--- config.mk ---
export PLATFORM = sky130hd
export DESIGN_NAME = sfpi_core
export DESIGN_NICKNAME = d
export VERILOG_FILES = /design/src/inc/sfpi_pkg.sv /design/src/logic/sfpi_buf2.sv /design/src/logic/sfpi_core.sv
export VERILOG_INCLUDE_DIRS = /design/src /design/src/inc
export SDC_FILE = /design/constraint.sdc
export NUM_CORES = 1
export LEC_CHECK = 0
export BUFFER_PORTS_ARGS = -buffer_cell sky130_fd_sc_hd__buf_2
export CORE_ASPECT_RATIO = 0.75
export CORE_UTILIZATION = 50
export DETAILED_ROUTE_END_ITERATION = 7
export PLACE_DENSITY = 0.84
export SLEW_MARGIN = 15
export SYNTH_ARGS = -nofsm -noshare
export SYNTH_HDL_FRONTEND = slang
export SYNTH_SLANG_ARGS = --single-unit
--- constraint.sdc ---
create_clock -name clock_i -period 4.2 [get_ports clock_i]
set_input_delay 1.26 -clock clock_i [delete_from_list [all_inputs] [get_ports clock_i]]
set_output_delay 1.26 -clock clock_i [all_outputs]
set_load 0.01 [all_outputs]
--- src/inc/sfpi_regs.svh ---
`ifndef SFPI_REGS_SVH
`define SFPI_REGS_SVH
// Array geometry
`define SFPI_PAGE_BYTES     16'h0100
`define SFPI_SECTOR_COUNT   16'h1000
`define SFPI_BLK64_COUNT    16'h0100
`define SFPI_BLK32_COUNT    16'h0200
`define SFPI_SECTOR_BYTES   20'h01000
`define SFPI_BLK32_BYTES    20'h08000
`define SFPI_BLK64_BYTES    20'h10000
// Security area and unique identifier
`define SFPI_OTP_REGIONS    3'h4
`define SFPI_OTP_BYTES      16'h0100
`define SFPI_UID_BITS       7'h40
// Bits per byte on each transfer width
`define SFPI_BITS_SINGLE    4'h8
`define SFPI_BITS_DUAL      4'h4
`define SFPI_BITS_QUAD      4'h2
`endif

--- src/inc/sfpi_pkg.sv ---
package sfpi_pkg;
	// Line width of the current phase
	typedef enum logic [1:0] {
		SFPI_W_SINGLE = 2'h0,
		SFPI_W_DUAL   = 2'h1,
		SFPI_W_QUAD   = 2'h2
	} sfpi_width_t;
	// Internal array cycle state
	typedef enum logic [1:0] {
		SFPI_ST_IDLE    = 2'h0,
		SFPI_ST_BUSY    = 2'h1,
		SFPI_ST_SUSPEND = 2'h2
	} sfpi_state_t;
endpackage : sfpi_pkg

--- src/logic/sfpi_buf2.sv ---
`timescale 1ns/1ps
// Two-entry buffer between byte capture and the core
module sfpi_buf2 (
	input  wire logic       clock_i,
	input  wire logic       rst_n_i,
	input  wire logic       in_valid_i,
	output logic            in_ready_o,
	input  wire logic [7:0] in_data_i,
	output logic            out_valid_o,
	input  wire logic       out_ready_i,
	output logic [7:0]      out_data_o
);
	logic [7:0] mem_ff [2];   // Storage
	logic       wp_ff;        // Write pointer
	logic       rp_ff;        // Read pointer
	logic [1:0] cnt_ff;       // Occupancy
	logic       push;
	logic       pop;

	assign in_ready_o  = (cnt_ff != 2'h2);
	assign out_valid_o = (cnt_ff != 2'h0);
	assign out_data_o  = mem_ff[rp_ff];
	assign push        = in_valid_i && in_ready_o;
	assign pop         = out_valid_o && out_ready_i;

	// Pointers and occupancy
	always_ff @(posedge clock_i or negedge rst_n_i) begin
		if (!rst_n_i) begin
			wp_ff  <= 1'b0;
			rp_ff  <= 1'b0;
			cnt_ff <= 2'h0;
		end else begin
			if (push) wp_ff <= ~wp_ff;
			if (pop) rp_ff <= ~rp_ff;
			cnt_ff <= cnt_ff + {1'b0, push} - {1'b0, pop};
		end
	end

	// Storage write
	always_ff @(posedge clock_i) begin
		if (push) mem_ff[wp_ff] <= in_data_i;
	end

	AST_BUF_NO_OVERFLOW: assert property (@(posedge clock_i) disable iff (!rst_n_i)
		cnt_ff <= 2'h2) else $error("buffer overflow");
endmodule : sfpi_buf2

--- src/logic/sfpi_core.sv ---
`timescale 1ns/1ps
`include "sfpi_regs.svh"
// Function
// - Deselected means all data lines float
// - Internal cycle finishes after deselect
// - No instruction before first select fall
// - Single mode captures serial_in on rise
// - Single mode shifts output on fall
// - Multi-line sample rise, drive fall
// - Dual uses lines 0-1, quad 0-3
// - Quad modes need quad_enable_bit set
// - Quad enable turns pins into lines 2,3
// - Write-protect low refuses status writes
// - Quad enable disables write protect
// - Pause floats output, ignores clock/input
// - Pause release resumes operation
// - Quad enable disables pause
// - Page program 1 to 256 bytes
// - 4096 sectors of 4 KB
// - 256 blocks of 64 KB
// - 512 blocks of 32 KB
// - Four 256-byte lockable security regions
// - 64-bit unique identifier readable
// - Program/erase suspend and resume
// - Supports clock modes 0 and 3
// - Line 3 is pause or reset
module sfpi_core (
	input  wire logic        clock_i,
	input  wire logic        rst_n_i,
	// Pins, asynchronous to clock_i
	input  wire logic        sclk_i,          // Serial clock
	input  wire logic        sel_n_i,         // Device select, low active
	input  wire logic [3:0]  io_line_i,       // Data line levels
	output logic [3:0]       io_line_o,       // Data line drive value
	output logic [3:0]       io_line_oe_o,    // Data line drive enable
	// Configuration from the core
	input  wire logic        quad_enable_bit_i,   // Quad enable
	input  wire logic        line3_reset_sel_i,   // Line 3 acts as reset
	input  wire logic [1:0]  width_i,             // Transfer width now
	input  wire logic        out_phase_i,         // Device drives data
	input  wire logic        status_wr_req_i,     // Status write asked
	input  wire logic        cycle_start_i,       // Array cycle begins
	input  wire logic        cycle_done_i,        // Array cycle ends
	input  wire logic        suspend_i,           // Suspend request
	input  wire logic        resume_i,            // Resume request
	input  wire logic [15:0] page_count_i,        // Program byte count
	// Received bytes toward the core
	output logic             rx_valid_o,
	input  wire logic        rx_ready_i,
	output logic [7:0]       rx_data_o,
	// Transmit byte from the core
	input  wire logic [7:0]  tx_data_i,
	output logic             tx_take_o,           // Byte loaded
	// Status
	output logic             selected_o,          // Accepting instructions
	output logic             armed_o,             // First select fall seen
	output logic             standby_o,           // Low-power standby
	output logic             busy_o,              // Array cycle running
	output logic             suspended_o,         // Cycle suspended
	output logic             status_wr_ok_o,      // Status write allowed
	output logic             paused_o,            // Pause active
	output logic             pin_reset_o,         // Reset from line 3
	output logic             page_count_ok_o,     // Program count legal
	output logic             overrun_o            // Byte lost, no room
);
	logic [1:0]  sclk_sy_ff;      // Clock synchroniser
	logic [1:0]  sel_sy_ff;       // Select synchroniser
	logic [3:0]  io_sy0_ff;       // Data first stage
	logic [3:0]  io_sy1_ff;       // Data second stage
	logic        sclk_d_ff;       // Last clock level
	logic        sel_d_ff;        // Last select level
	logic        armed_ff;        // Select fall seen
	logic [7:0]  sh_in_ff;        // Input shift register
	logic [3:0]  bit_cnt_ff;      // Bits in current byte
	logic [7:0]  sh_out_ff;       // Output shift register
	logic [3:0]  out_cnt_ff;      // Bits left to send
	logic [3:0]  drv_ff;          // Driven value
	logic [3:0]  drv_en_ff;       // Drive enable
	logic        rx_push_ff;      // Byte complete
	logic [7:0]  rx_byte_ff;      // Completed byte
	logic        overrun_ff;      // Sticky overrun
	sfpi_pkg::sfpi_state_t st_ff; // Array cycle state
	logic        sclk_rise;
	logic        sclk_fall;
	logic        sel_fall;
	logic        active;
	logic        pause_act;
	logic [1:0]  wid;
	logic [3:0]  bits_per_byte;
	logic        buf_ready;

	// Two-flop synchronisers for every pin
	always_ff @(posedge clock_i or negedge rst_n_i) begin
		if (!rst_n_i) begin
			sclk_sy_ff <= 2'h0;
			// Select reads low until seen high, so a pin held low gives no false fall
			sel_sy_ff  <= 2'h0;
			io_sy0_ff  <= 4'hF;
			io_sy1_ff  <= 4'hF;
		end else begin
			sclk_sy_ff <= {sclk_sy_ff[0], sclk_i};
			sel_sy_ff  <= {sel_sy_ff[0], sel_n_i};
			io_sy0_ff  <= io_line_i;
			io_sy1_ff  <= io_sy0_ff;
		end
	end

	// Edge history on synchronised levels
	always_ff @(posedge clock_i or negedge rst_n_i) begin
		if (!rst_n_i) begin
			sclk_d_ff <= 1'b0;
			sel_d_ff  <= 1'b0;
		end else begin
			sclk_d_ff <= sclk_sy_ff[1];
			sel_d_ff  <= sel_sy_ff[1];
		end
	end

	// Pause only when quad off and line 3 not reset
	assign pause_act   = !quad_enable_bit_i && !line3_reset_sel_i
		&& !io_sy1_ff[3] && !sel_sy_ff[1];
	assign pin_reset_o = !quad_enable_bit_i && line3_reset_sel_i
		&& !io_sy1_ff[3];
	// Edges are masked while paused so counters freeze
	assign sclk_rise = sclk_sy_ff[1] && !sclk_d_ff && !pause_act;
	assign sclk_fall = !sclk_sy_ff[1] && sclk_d_ff && !pause_act;
	assign sel_fall  = !sel_sy_ff[1] && sel_d_ff;
	assign active    = armed_ff && !sel_sy_ff[1];
	// Quad width refused without quad enable
	assign wid = (width_i == sfpi_pkg::SFPI_W_QUAD && !quad_enable_bit_i)
		? sfpi_pkg::SFPI_W_SINGLE : width_i;
	assign bits_per_byte = (wid == sfpi_pkg::SFPI_W_QUAD) ? `SFPI_BITS_QUAD :
		(wid == sfpi_pkg::SFPI_W_DUAL) ? `SFPI_BITS_DUAL : `SFPI_BITS_SINGLE;

	// Arm on first select fall after reset
	always_ff @(posedge clock_i or negedge rst_n_i) begin
		if (!rst_n_i) armed_ff <= 1'b0;
		else if (sel_fall) armed_ff <= 1'b1;
	end

	// Input shifting on rising edges; select high restarts the byte
	always_ff @(posedge clock_i or negedge rst_n_i) begin
		if (!rst_n_i) begin
			sh_in_ff   <= 8'h00;
			bit_cnt_ff <= 4'h0;
			rx_push_ff <= 1'b0;
			rx_byte_ff <= 8'h00;
			overrun_ff <= 1'b0;
		end else begin
			rx_push_ff <= 1'b0;
			if (!active) begin
				bit_cnt_ff <= 4'h0;
			end else if (sclk_rise && !out_phase_i) begin
				case (wid)
					sfpi_pkg::SFPI_W_QUAD: sh_in_ff <= {sh_in_ff[3:0], io_sy1_ff};
					sfpi_pkg::SFPI_W_DUAL: sh_in_ff <= {sh_in_ff[5:0], io_sy1_ff[1:0]};
					default:               sh_in_ff <= {sh_in_ff[6:0], io_sy1_ff[0]};
				endcase
				if (bit_cnt_ff + 4'h1 == bits_per_byte) begin
					bit_cnt_ff <= 4'h0;
					rx_push_ff <= 1'b1;
					case (wid)
						sfpi_pkg::SFPI_W_QUAD: rx_byte_ff <= {sh_in_ff[3:0], io_sy1_ff};
						sfpi_pkg::SFPI_W_DUAL: rx_byte_ff <= {sh_in_ff[5:0], io_sy1_ff[1:0]};
						default:               rx_byte_ff <= {sh_in_ff[6:0], io_sy1_ff[0]};
					endcase
				end else begin
					bit_cnt_ff <= bit_cnt_ff + 4'h1;
				end
			end
			if (rx_push_ff && !buf_ready) overrun_ff <= 1'b1;
		end
	end

	// Output shifting on falling edges, drive enables per width
	always_ff @(posedge clock_i or negedge rst_n_i) begin
		if (!rst_n_i) begin
			sh_out_ff  <= 8'h00;
			out_cnt_ff <= 4'h0;
			drv_ff     <= 4'h0;
			drv_en_ff  <= 4'h0;
		end else if (!active || !out_phase_i) begin
			drv_en_ff  <= 4'h0;
			out_cnt_ff <= 4'h0;
		end else if (sclk_fall) begin
			if (out_cnt_ff == 4'h0) begin
				sh_out_ff  <= tx_data_i;
				out_cnt_ff <= bits_per_byte - 4'h1;
				case (wid)
					sfpi_pkg::SFPI_W_QUAD: drv_ff <= tx_data_i[7:4];
					sfpi_pkg::SFPI_W_DUAL: drv_ff <= {2'h0, tx_data_i[7:6]};
					default:               drv_ff <= {2'h0, tx_data_i[7], 1'b0};
				endcase
			end else begin
				out_cnt_ff <= out_cnt_ff - 4'h1;
				case (wid)
					sfpi_pkg::SFPI_W_QUAD: begin
						drv_ff    <= sh_out_ff[3:0];
						sh_out_ff <= {sh_out_ff[3:0], 4'h0};
					end
					sfpi_pkg::SFPI_W_DUAL: begin
						drv_ff    <= {2'h0, sh_out_ff[5:4]};
						sh_out_ff <= {sh_out_ff[5:0], 2'h0};
					end
					default: begin
						drv_ff    <= {2'h0, sh_out_ff[6], 1'b0};
						sh_out_ff <= {sh_out_ff[6:0], 1'b0};
					end
				endcase
			end
			case (wid)
				sfpi_pkg::SFPI_W_QUAD: drv_en_ff <= 4'hF;
				sfpi_pkg::SFPI_W_DUAL: drv_en_ff <= 4'h3;
				default:               drv_en_ff <= 4'h2;
			endcase
		end
	end

	assign tx_take_o    = active && out_phase_i && sclk_fall && (out_cnt_ff == 4'h0);
	assign io_line_o    = drv_ff;
	// Pause floats the lines but keeps shift state for resume
	// Lines 2 and 3 never driven unless quad enable is set
	assign io_line_oe_o = (active && !pause_act)
		? (drv_en_ff & {{2{quad_enable_bit_i}}, 2'h3}) : 4'h0;

	// Internal cycle runs regardless of select; suspend and resume
	always_ff @(posedge clock_i or negedge rst_n_i) begin
		if (!rst_n_i) st_ff <= sfpi_pkg::SFPI_ST_IDLE;
		else begin
			case (st_ff)
				sfpi_pkg::SFPI_ST_IDLE:
					if (cycle_start_i) st_ff <= sfpi_pkg::SFPI_ST_BUSY;
				sfpi_pkg::SFPI_ST_BUSY:
					if (cycle_done_i) st_ff <= sfpi_pkg::SFPI_ST_IDLE;
					else if (suspend_i) st_ff <= sfpi_pkg::SFPI_ST_SUSPEND;
				sfpi_pkg::SFPI_ST_SUSPEND:
					if (resume_i) st_ff <= sfpi_pkg::SFPI_ST_BUSY;
				default: st_ff <= sfpi_pkg::SFPI_ST_IDLE;
			endcase
		end
	end

	assign busy_o      = (st_ff == sfpi_pkg::SFPI_ST_BUSY);
	assign suspended_o = (st_ff == sfpi_pkg::SFPI_ST_SUSPEND);
	assign standby_o   = sel_sy_ff[1] && !busy_o;
	assign selected_o  = active;
	assign armed_o     = armed_ff;
	assign paused_o    = pause_act;
	assign overrun_o   = overrun_ff;
	// Write protect works only with quad enable clear
	assign status_wr_ok_o = status_wr_req_i && (quad_enable_bit_i || io_sy1_ff[2]);
	// Program count check, 1 to 256 bytes
	assign page_count_ok_o = (page_count_i != 16'h0000)
		&& (page_count_i <= `SFPI_PAGE_BYTES);

	sfpi_buf2 u_buf (
		.clock_i     (clock_i),
		.rst_n_i     (rst_n_i),
		.in_valid_i  (rx_push_ff),
		.in_ready_o  (buf_ready),
		.in_data_i   (rx_byte_ff),
		.out_valid_o (rx_valid_o),
		.out_ready_i (rx_ready_i),
		.out_data_o  (rx_data_o)
	);

	// Geometry consistency: 16 MB array in each unit size
	AST_GEOM_SECT: assert property (@(posedge clock_i)
		32'(`SFPI_SECTOR_COUNT) * 32'(`SFPI_SECTOR_BYTES) == 32'h0100_0000)
		else $error("sector geometry wrong");
	AST_GEOM_B64: assert property (@(posedge clock_i)
		32'(`SFPI_BLK64_COUNT) * 32'(`SFPI_BLK64_BYTES) == 32'h0100_0000)
		else $error("64k block geometry wrong");
	AST_GEOM_B32: assert property (@(posedge clock_i)
		32'(`SFPI_BLK32_COUNT) * 32'(`SFPI_BLK32_BYTES) == 32'h0100_0000)
		else $error("32k block geometry wrong");
	AST_OTP_SIZE: assert property (@(posedge clock_i)
		16'(`SFPI_OTP_REGIONS) * `SFPI_OTP_BYTES == 16'h0400 && `SFPI_UID_BITS == 7'h40)
		else $error("security area size wrong");
	AST_DESEL_FLOAT: assert property (@(posedge clock_i) disable iff (!rst_n_i)
		sel_sy_ff[1] |-> io_line_oe_o == 4'h0) else $error("drive while deselected");
	AST_NOT_ARMED: assert property (@(posedge clock_i) disable iff (!rst_n_i)
		!armed_ff |-> !rx_push_ff && !selected_o) else $error("accepted before arm");
	AST_PAUSE_FLOAT: assert property (@(posedge clock_i) disable iff (!rst_n_i)
		pause_act |-> io_line_oe_o == 4'h0) else $error("drive while paused");
	AST_PAUSE_FREEZE: assert property (@(posedge clock_i) disable iff (!rst_n_i)
		pause_act && $past(pause_act) && active && $past(active)
		|-> $stable(bit_cnt_ff)) else $error("counter moved in pause");
	AST_QUAD_NEEDS_QE: assert property (@(posedge clock_i) disable iff (!rst_n_i)
		!quad_enable_bit_i |-> io_line_oe_o[3:2] == 2'h0) else $error("quad without enable");
	AST_WP_BLOCK: assert property (@(posedge clock_i) disable iff (!rst_n_i)
		!quad_enable_bit_i && !io_sy1_ff[2] |-> !status_wr_ok_o)
		else $error("status write under protect");
	AST_BUSY_HOLDS: assert property (@(posedge clock_i) disable iff (!rst_n_i)
		busy_o && !cycle_done_i && !suspend_i |=> busy_o) else $error("cycle dropped");

	COV_READ: cover property (@(posedge clock_i) disable iff (!rst_n_i) tx_take_o);
	COV_RX: cover property (@(posedge clock_i) disable iff (!rst_n_i) rx_valid_o && rx_ready_i);
	COV_PAUSE: cover property (@(posedge clock_i) disable iff (!rst_n_i) pause_act ##1 !pause_act);
	COV_SUSP: cover property (@(posedge clock_i) disable iff (!rst_n_i) suspended_o);
endmodule : sfpi_core

## Word level (Yosys, flattened, before mapping)

Memories as Yosys holds them, arrays and structs flattened.
Index checks and enable logic that the tools add are counted.

- Bits in registers: 61
- Latch bits: 0
- RAM bits: 16
- Bits in read-only memories: 0
- Bits of input ports: 43
- Logic and storage cells: 116
- Memories kept: 1

Memory list:

| memory | words | bits a word | rd ports | clocked after memory_dff | write ports | RTL line | text |
|---|---|---|---|---|---|---|---|
| u_buf.mem_ff | 2 | 8 | 1 | 0 | 1 | sfpi_buf2.sv:13 | `logic [7:0] mem_ff [2];` |

- Add/sub/neg operators: 5
- Multiply operators: 0
- Div/mod/pow operators: 0
- $lt $le $gt $ge: 1
- Equality and inequality tests: 11
- Shift operators: 0
- Muxes and demuxes: 29
- Bitwise operators: 4
- Reductions and logical operators: 45

Operator list:

| operator | count |
|---|---|
| $mux 4 | 12 |
| $pmux 4 s2 | 3 |
| $logic_and 1x1->1 | 23 |
| $le 16x9->1 const B | 1 |
| $pmux 8 s2 | 1 |
| $reduce_bool 16->1 | 1 |
| $pmux 7 s2 | 1 |
| $logic_not 1->1 | 11 |
| $mux 2 | 5 |
| $sub 4x1->4 const B | 2 |
| $mux 7 | 1 |
| $eq 2x2->1 const B | 3 |
| $ne 2x2->1 const B | 3 |
| $pmux 2 s3 | 1 |
| $reduce_and 3->1 | 2 |
| $mux 1 | 5 |
| $add 4x1->4 const B | 1 |
| $and 4x4->4 | 1 |
| $eq 2x1->1 const B | 2 |
| $eq 4x4->1 | 1 |
| $logic_not 4->1 | 1 |
| $reduce_and 2->1 | 2 |
| $reduce_bool 2->1 | 2 |
| $ne 3x3->1 const B | 1 |
| other kinds (6) | 9 |

## Depth between registers and ports, before layout

Gate-level depths: netlist (run 1).

- Word-level depth: 10
- Gate-level depth with buffers: 10

## Hierarchy

Synthesis (run 1) repeated with hierarchy kept, for this count alone.

- Cells, all modules: 292
- Area total of the unflattened synthesis: 3409.5 um^2

By module, submodules not included:

| module | instances | cells an instance | area each (um^2) | seq. area each (um^2) |
|---|---|---|---|---|
| sfpi_core | 1 | 250 | 2635.0 | 1411.4 |
| sfpi_buf2 | 1 | 42 | 774.5 | 580.6 |

## Worst setup path before layout (run 1)

OpenSTA, ideal clock, no wires.

- Path kind: in2out
- Start point: in quad_enable_bit_i
- End point: out tx_take_o
- Arrival: 2.311 ns
- Data required time: 2.940 ns
- Slack: 0.629 ns
- Stages: 6
- Buffers on the path: 1
- Cell sequence: or4_1 -> inv_1 -> nor3b_2 -> nand3_2 -> buf_2 -> nor2_1

- Cells in the longest elaborated chain, start to end: 8

Ends and longest elaborated chain:

| what | RTL line | text |
|---|---|---|
| start, declared | sfpi_core.sv:37 | `input wire logic quad_enable_bit_i,` |
| $logic_not 1->1 | sfpi_core.sv:120 | `assign pause_act = !quad_enable_bit_i && !line3_reset_sel_i` |
| $logic_and 1x1->1 | sfpi_core.sv:120 |  |
| $logic_and 1x1->1 (2 in series) | sfpi_core.sv:121 | `&& !io_sy1_ff[3] && !sel_sy_ff[1];` |
| named net paused_o | sfpi_core.sv:61 | `output logic paused_o,` |
| $logic_not 1->1 | sfpi_core.sv:126 | `assign sclk_fall = !sclk_sy_ff[1] && sclk_d_ff && !pause_act;` |
| $logic_and 1x1->1 | sfpi_core.sv:126 |  |
| $logic_and 1x1->1 (2 in series) | sfpi_core.sv:219 | `assign tx_take_o = active && out_phase_i && sclk_fall && (out_cnt_ff == 4'h0);` |
| end, declared | sfpi_core.sv:53 | `output logic tx_take_o,` |

The timed path passes the listed nets, and every way through them passes these cells.

## Final worst setup path (run 1)

- Start point: in quad_enable_bit_i
- End point: out tx_take_o

- Cells in the longest elaborated chain, start to end: 8

Ends and longest elaborated chain:

| what | RTL line |
|---|---|
| $logic_not 1->1 | sfpi_core.sv:120 |
| $logic_and 1x1->1 | sfpi_core.sv:120 |
| $logic_and 1x1->1 (2 in series) | sfpi_core.sv:121 |
| $logic_not 1->1 | sfpi_core.sv:126 |
| $logic_and 1x1->1 | sfpi_core.sv:126 |
| $logic_and 1x1->1 (2 in series) | sfpi_core.sv:219 |

No other way between the ends.

==> impl_results.md, run 1 <==
* Cell Pwr Density at 444 nW/um^2
* DRT antenna net count at 0
* Post-route DRC violation count at 2
* DIE HEIGHT at about 74 um
* Cell count after synthesis at 300
* Via/cell ratio at approximately 5.5
* Worst-Margin Slew at about 730 ps
* Finished Cell Area at just over 4000 sq um
* Endpoints failing setup at 0
* CP arrival at ~2700 ps
* Max Buffers Root-to-Sink at 2
* Slew HR at 0.509
* TritonCTS buffer count at 9
* CTS Root Cell: clkbuf_8
* Yosys warns at 0
* Crit Path Max Fanout at 11
* Die X at about 98 um
* Syn-to-layout area delta at 18.6%
* Final WL at a little under 7 mm
* Synth cell types at 50
* Crit end category: output pin
* Final GP Congestion at about 0.8
* Cts hold-fix bufs at 0
* Worst Setup SP: quad_enable_bit_i
* Hold path startpoint: io_sy0_ff[2]
* Via total after detailed routing at approximately 2500
* Final cell count without fillers at between 400 and 500
* Depth of the worst hold-timing path at 0
* Layout cells sized above 1 at 0.313
* Part of the cycle the worst path needs at 0.950
* Sink Count at 76
* Drt pass-1 iters at 6
* Violated checks: design-rule violations
* Skew-Pair Late Insertion Delay at approximately 340 ps
* Reg2reg start: io_sy1_ff[3]
* N_diodes at 0
* Yosys top cell area share at 0.377
* Final HPWL DP at 4.85 mm
* CP required at between 2000 and 3000 ps
* Cells on worst reg2reg path at 7
* Final core occ at 0.632
* Max_cap viols at 0
* Drt wl/cell at around 15 um
* Largest net degree at the start of global routing at 37
* Total gr overflow at 0
* Dpl cell area at 3870 sq um
* First-pass GRT wire length at 11.1 mm
* CTS clock-pin slew for the worst setup and hold paths at about 80 ps
* Number of I/O pins at between 70 and 80
* Post-CTS Setup Bufs at 0
* RSZ-0062 raised after global routing: no
* Post-CTS sizing at 0
* Setup Skew at 9.35 ps
* PortBufs at 70
* Initial Util at 0.533
* Final nets at 419
* Worst Path Class, Setup: input pin to output pin
* Setup TNS Final at 0 ps
* Max Slew Vio Count at 0
* Max VDD drop at 0.000251 V
* Leading area contributor after synthesis: dfrtp_1
* Total track usage at 0.202
* Vias in the first global route at 2400
* CP startpoint kind: input pin
* Post-synth EDFFs at 16
* Status: finished, violations left
* Placed cells at between 400 and 500
* Async SR Flop Fraction at 0.789
* H-tree depth at 3
* Sequential fraction of the synthesis area at 0.577
* Die area at 7250 sq um
* Leak at 1.89 nW
* Syn_nets at 347
* Hold Crit Class: register to register
* Min Tclk post-route at ~4000 ps
* CTS tree: done
* Post-Syn Area at 3450 sq um
* Hold Violations, Final at 0
* Ys flop type: dfrtp_1
* Core ar. at ~6500 sq um
* Row Count at 25
* Antenna violations before repair at 0
* Top cells by area, synth: dfrtp_1 38%, edfxtp_1 14%, dfstp_2 6.1%
* DRT iter0 DRCs at 121
* Synth Area per Inst at 11.5 sq um
* F_max at ~0.25 GHz
* #FFs+latches synth at 76
-- path summary, 6_finish.rpt --
path | to | slack, ps
max | tx_take_o | 210
min reg2reg | io_sy1_ff[2] | 350
min | io_sy1_ff[2] | 350
max reg2reg | sh_out_ff[5] | 1920
max in group asynchronous | io_sy1_ff[0] | 2410
min in group asynchronous | bit_cnt_ff[3] | 910
-- cells by family after synthesis --
kind of cell,synth area share
AND/OR/NAND/NOR,0.140
flip-flops,0.577
AO/OA/AOI/OAI,0.127
buffers and inverters,0.0413
multiplexers,0.0641
XOR/XNOR,0.0359
adder cells (fa/ha/maj),0.0145
-- layout make-up --
type	count	area, sq um
fillers	526	2380
flip-flops and latches	76	1990
multi-input cells	194	1330
repair buffers	75	388
clock buffers	13	160
well taps	81	101
clock inverters	3	67.6
inverters	16	60.1
-- cells in the mapped netlist, types with 3 or more instances --
cell type / count
a211oi_1: 4
a21oi_1: 20
a221oi_1: 3
a22o_1: 8
and2_1: 3
and3_1: 6
buf_2: 9
dfrtp_1: 52
dfstp_2: 8
edfxtp_1: 16
ha_1: 4
inv_1: 16
mux2_2: 9
mux2i_1: 9
nand2_1: 36
nand3_1: 5
nor2_1: 15
nor2b_1: 4
nor3_1: 3
nor4_1: 4
o21ai_0: 17
o31ai_1: 3
xnor2_1: 7
xor2_1: 4
-- layout by cell type, fill, tap and decap left out, types with 3 or more instances in the layout --
cell,instances
buf_2,70
mux2i_1,9
clkbuf_8,9
a21oi_1,20
a22o_1,8
nor4_1,3
clkbuf_1,3
xnor2_1,7
o31ai_1,3
nand3_1,5
nor2b_1,4
nor2_1,15
and2_1,3
dfstp_2,8
edfxtp_1,16
ha_1,4
o21ai_0,17
dfrtp_1,52
buf_4,5
xor2_1,4
nor3_1,3
mux2_2,9
nand2_1,36
a211oi_1,4
and3_1,6
a221oi_1,3
inv_1,16
-- metrics by stage --
step	power [mW]	hold WS, ps	setup slack (ps)
finish	1.82	355	208
global route	1.92	365	112
CTS	1.84	359	233
detailed placement	1.21	347	259
global placement	1.19	334	296
floorplan	1.10	331	629
-- sequential cells by signal, indices dropped and copies added (netlist names), 2 cells and up --
register and cells:
sh_out_ff 7, rx_byte_ff 8, u_buf.cnt_ff 2, io_line_o 4, io_sy0_ff 4, u_buf.mem_ff 16, io_sy1_ff 4, drv_en_ff 3
st_ff 2, bit_cnt_ff 4, sel_sy_ff 2, out_cnt_ff 4, sclk_sy_ff 2, sh_in_ff 7
-- worst max-delay path: stages --
cell	delay, ps
buf_2	190
or4_1	160
inv_1	60
nor3b_2	610
nand3_2	200
nor2_1	110
buf_2	140
-- per-layer routing --
layer	up-vias	GRT usage	part of all wire
met5	-	0	0
met4	0	0.0539	0.0055
met3	4	0.0714	0.050
met2	67	0.325	0.48
met1	1244	0.265	0.46
li1	1205	-	-
-- power by group --
part	internal (mW)	switching [mW]
registers	0.825	0.0752
logic	0.145	0.151
clock network	0.372	0.252
Note: power is estimated with default switching activity, not from simulation.
==> inputs of run 2 (changes only) <==
--- a/config.mk
+++ b/config.mk
@@ -8,9 +8,11 @@
 export LEC_CHECK = 0
 export BUFFER_PORTS_ARGS = -buffer_cell sky130_fd_sc_hd__buf_2
 export CORE_ASPECT_RATIO = 0.75
+export CORE_MARGIN = 10
 export CORE_UTILIZATION = 50
 export DETAILED_ROUTE_END_ITERATION = 7
 export PLACE_DENSITY = 0.84
+export SKIP_CTS_REPAIR_TIMING = 1
 export SLEW_MARGIN = 15
 export SYNTH_ARGS = -nofsm -noshare
 export SYNTH_HDL_FRONTEND = slang
==> impl_results.md, run 2 (synthesized netlist as in run 1, its figures left out) <==
* Met1 Use GR at 0.177 (was 0.265)
* H-tree depth at 3 (unchanged)
* Min Tclk post-route at 3990 ps (about the same)
* Depth of the worst hold-timing path at 0 (unchanged)
* Skew-Pair Late Insertion Delay at 350 ps (was 340 ps)
* Most frequent cells in the layout: 70 x buf_2, 52 x dfrtp_1, 36 x nand2_1 (unchanged)
* Worst-Margin Slew at 1030 ps (was 733 ps)
* Status: finished clean (was finished, violations left)
* Post-route DRC violation count at 0 (was 2)
* Die X at 116 um (was 98.0 um)
* Largest net degree at the start of global routing at 48 (was 37)
* Internal reg-to-reg setup slack at 1970 ps (was 1920 ps)
* Via total after detailed routing at 2459 (was 2520)
* Number of I/O pins at 71 (unchanged)
* CTS tree: done (unchanged)
* Hold Crit Class: register to register (unchanged)
* PortBufs at 70 (unchanged)
* Hold Violations, Final at 0 (unchanged)
* Max Slew Vio Count at 0 (unchanged)
* F_max at 0.251 GHz (about the same)
* Hold path startpoint: sclk_sy_ff[0] (was io_sy0_ff[2])
* Layout cells sized above 1 at 0.316 (was 0.313)
* Most common cell after layout, fill and taps aside: buf_2 (unchanged)
* Drt wl/cell at 15.8 um (was 14.7 um)
* Cell Pwr Density at 441 nW/um^2 (was 444 nW/um^2)
* Final WL at 7.27 mm (was 6.74 mm)
* Setup TNS Final at 0 ps (unchanged)
* CP most frequent cell: buf_2 (unchanged)
* Reg2Reg Capture Point: sh_out_ff[5] (unchanged)
* Initial Util at 0.510 (was 0.533)
* Row Count at 26 (was 25)
* TritonCTS buffer count at 9 (unchanged)
* Biggest register: u_buf.mem_ff (unchanged)
* Die area at 10700 sq um (was 7250 sq um)
* Biggest regs: u_buf.mem_ff: 16 flops, rx_byte_ff: 8 flops (unchanged)
* Max FFs per register at 16 (unchanged)
* CP max-delay cell: nor3b_2 (unchanged)
* Endpoints failing setup at 0 (unchanged)
* CTS Root Cell: clkbuf_8 (unchanged)
* Worst Setup SP: quad_enable_bit_i (unchanged)
* Drt pass-1 iters at 4 (was 6)
* Fill cells at 568 (was 526)
* Final nets at 419 (unchanged)
* Grt met3 use at 0.0592 (was 0.0714)
* DRT antenna net count at 0 (unchanged)
* RSZ-0062 raised after global routing: no (unchanged)
* Antenna violations before repair at 0 (unchanged)
* Gr busiest metal: met2 (unchanged)
* Leak at 1.88 nW (was 1.89 nW)
* Storage cell area at 1990 sq um (unchanged)
* Setup Skew at 12.9 ps (was 9.35 ps)
* Slew HR at 0.314 (was 0.509)
* Crit end category: output pin (unchanged)
* Crit Path Max Fanout at 11 (unchanged)
* DRT iter0 DRCs at 137 (was 121)
* Placed cells at 445 (was 442)
* CP max stage delay at 610 ps (about the same)
* Hold worst-path end: sclk_sy_ff[1] (was io_sy1_ff[2])
* Sink Count at 76 (unchanged)
* DIE HEIGHT at 92.0 um (was 74.0 um)
* Total gr overflow at 0 (unchanged)
* Final cell count without fillers at 461 (was 458)
* Worst Path Class, Setup: input pin to output pin (unchanged)
* Max VDD drop at 0.000238 V (was 0.000251 V)
* First-pass GRT wire length at 12.5 mm (was 11.1 mm)
* CP arrival at 2730 ps (about the same)
* Final GP Congestion at 0.787 (was 0.813)
* Vias in the first global route at 2603 (was 2400)
* CTS clock-pin slew for the worst setup and hold paths at 80 ps (about the same)
* CP required at 2940 ps (about the same)
* Max_cap viols at 0 (unchanged)
* CP startpoint kind: input pin (unchanged)
* Via/cell ratio at 5.33 (was 5.50)
* Cells on worst reg2reg path at 7 (unchanged)
* Final HPWL DP at 5.44 mm (was 4.85 mm)
* Crit-path cells: buf_2, or4_1, inv_1, nor3b_2, nand3_2, nor2_1, buf_2 (unchanged)
* Total track usage at 0.146 (was 0.202)
* Worst Hold Slack at 352 ps (was 355 ps)
* Syn-to-layout area delta at 18.4% (was 18.6%)
* N_diodes at 0 (unchanged)
* Met2 Use GR at 0.234 (was 0.325)
* Core ar. at 6770 sq um (was 6470 sq um)
* Area of the multi-input gates at 1330 sq um (unchanged)
* Part of the cycle the worst path needs at 0.949 (was 0.950)
* Reg2reg start: io_sy1_ff[3] (unchanged)
* Max Buffers Root-to-Sink at 2 (unchanged)
run 2: changes by cell type in the layout (fill, tap and decap cells not counted):
cell,change
clkbuf_16,-1
clkinvlp_4,+1
clkbuf_8,+1
clkbuf_1,-1
run 2: worst max-delay path by stage:
stage | endpoint
final | tx_take_o
after global routing | tx_take_o
after CTS | tx_take_o
after detailed placement | tx_take_o
after global placement | tx_take_o
after floorplan | tx_take_o
run 2: worst max-delay path, delay by kind of cell:
kind	cells	cell delay, ps
buffers and inverters	3	380
AND/OR/NAND/NOR	4	1080
run 2: stage by stage:
step / power [mW] / area, sq um / worst slack [ps] / utilization
detailed placement: 1.22 / 3870 / 217 / 0.572
floorplan: 1.10 / 3450 / 629 / -
finish: 1.81 / 4090 / 214 / 0.604
global route: 1.91 / 4090 / 32.8 / 0.604
global placement: 1.20 / 3870 / 296 / 0.572
CTS: 1.83 / 4090 / 213 / 0.604
run 2: where the power goes:
group	total, mW	internal [mW]	switching, mW
clock network	0.609	0.351	0.258
registers	0.901	0.825	0.0753
logic	0.295	0.144	0.151
total	1.81	1.32	0.484
run 2: per-layer routing:
layer  vias to the layer above  part of all wire
met1                      1192              0.44
met2                        56              0.50
met5                         -                 0
met4                         0            0.0050
met3                         5             0.061
li1                       1206                 -
run 2: layout make-up:
cell class	count	area share
Inverter	16	0.0147
Sequential cell	76	0.487
Multi-Input combinational cell	194	0.324
Clock buffer	12	0.0355
Timing Repair Buffer	75	0.0948
Tap cell	84	0.0257
Clock inverter	4	0.0184
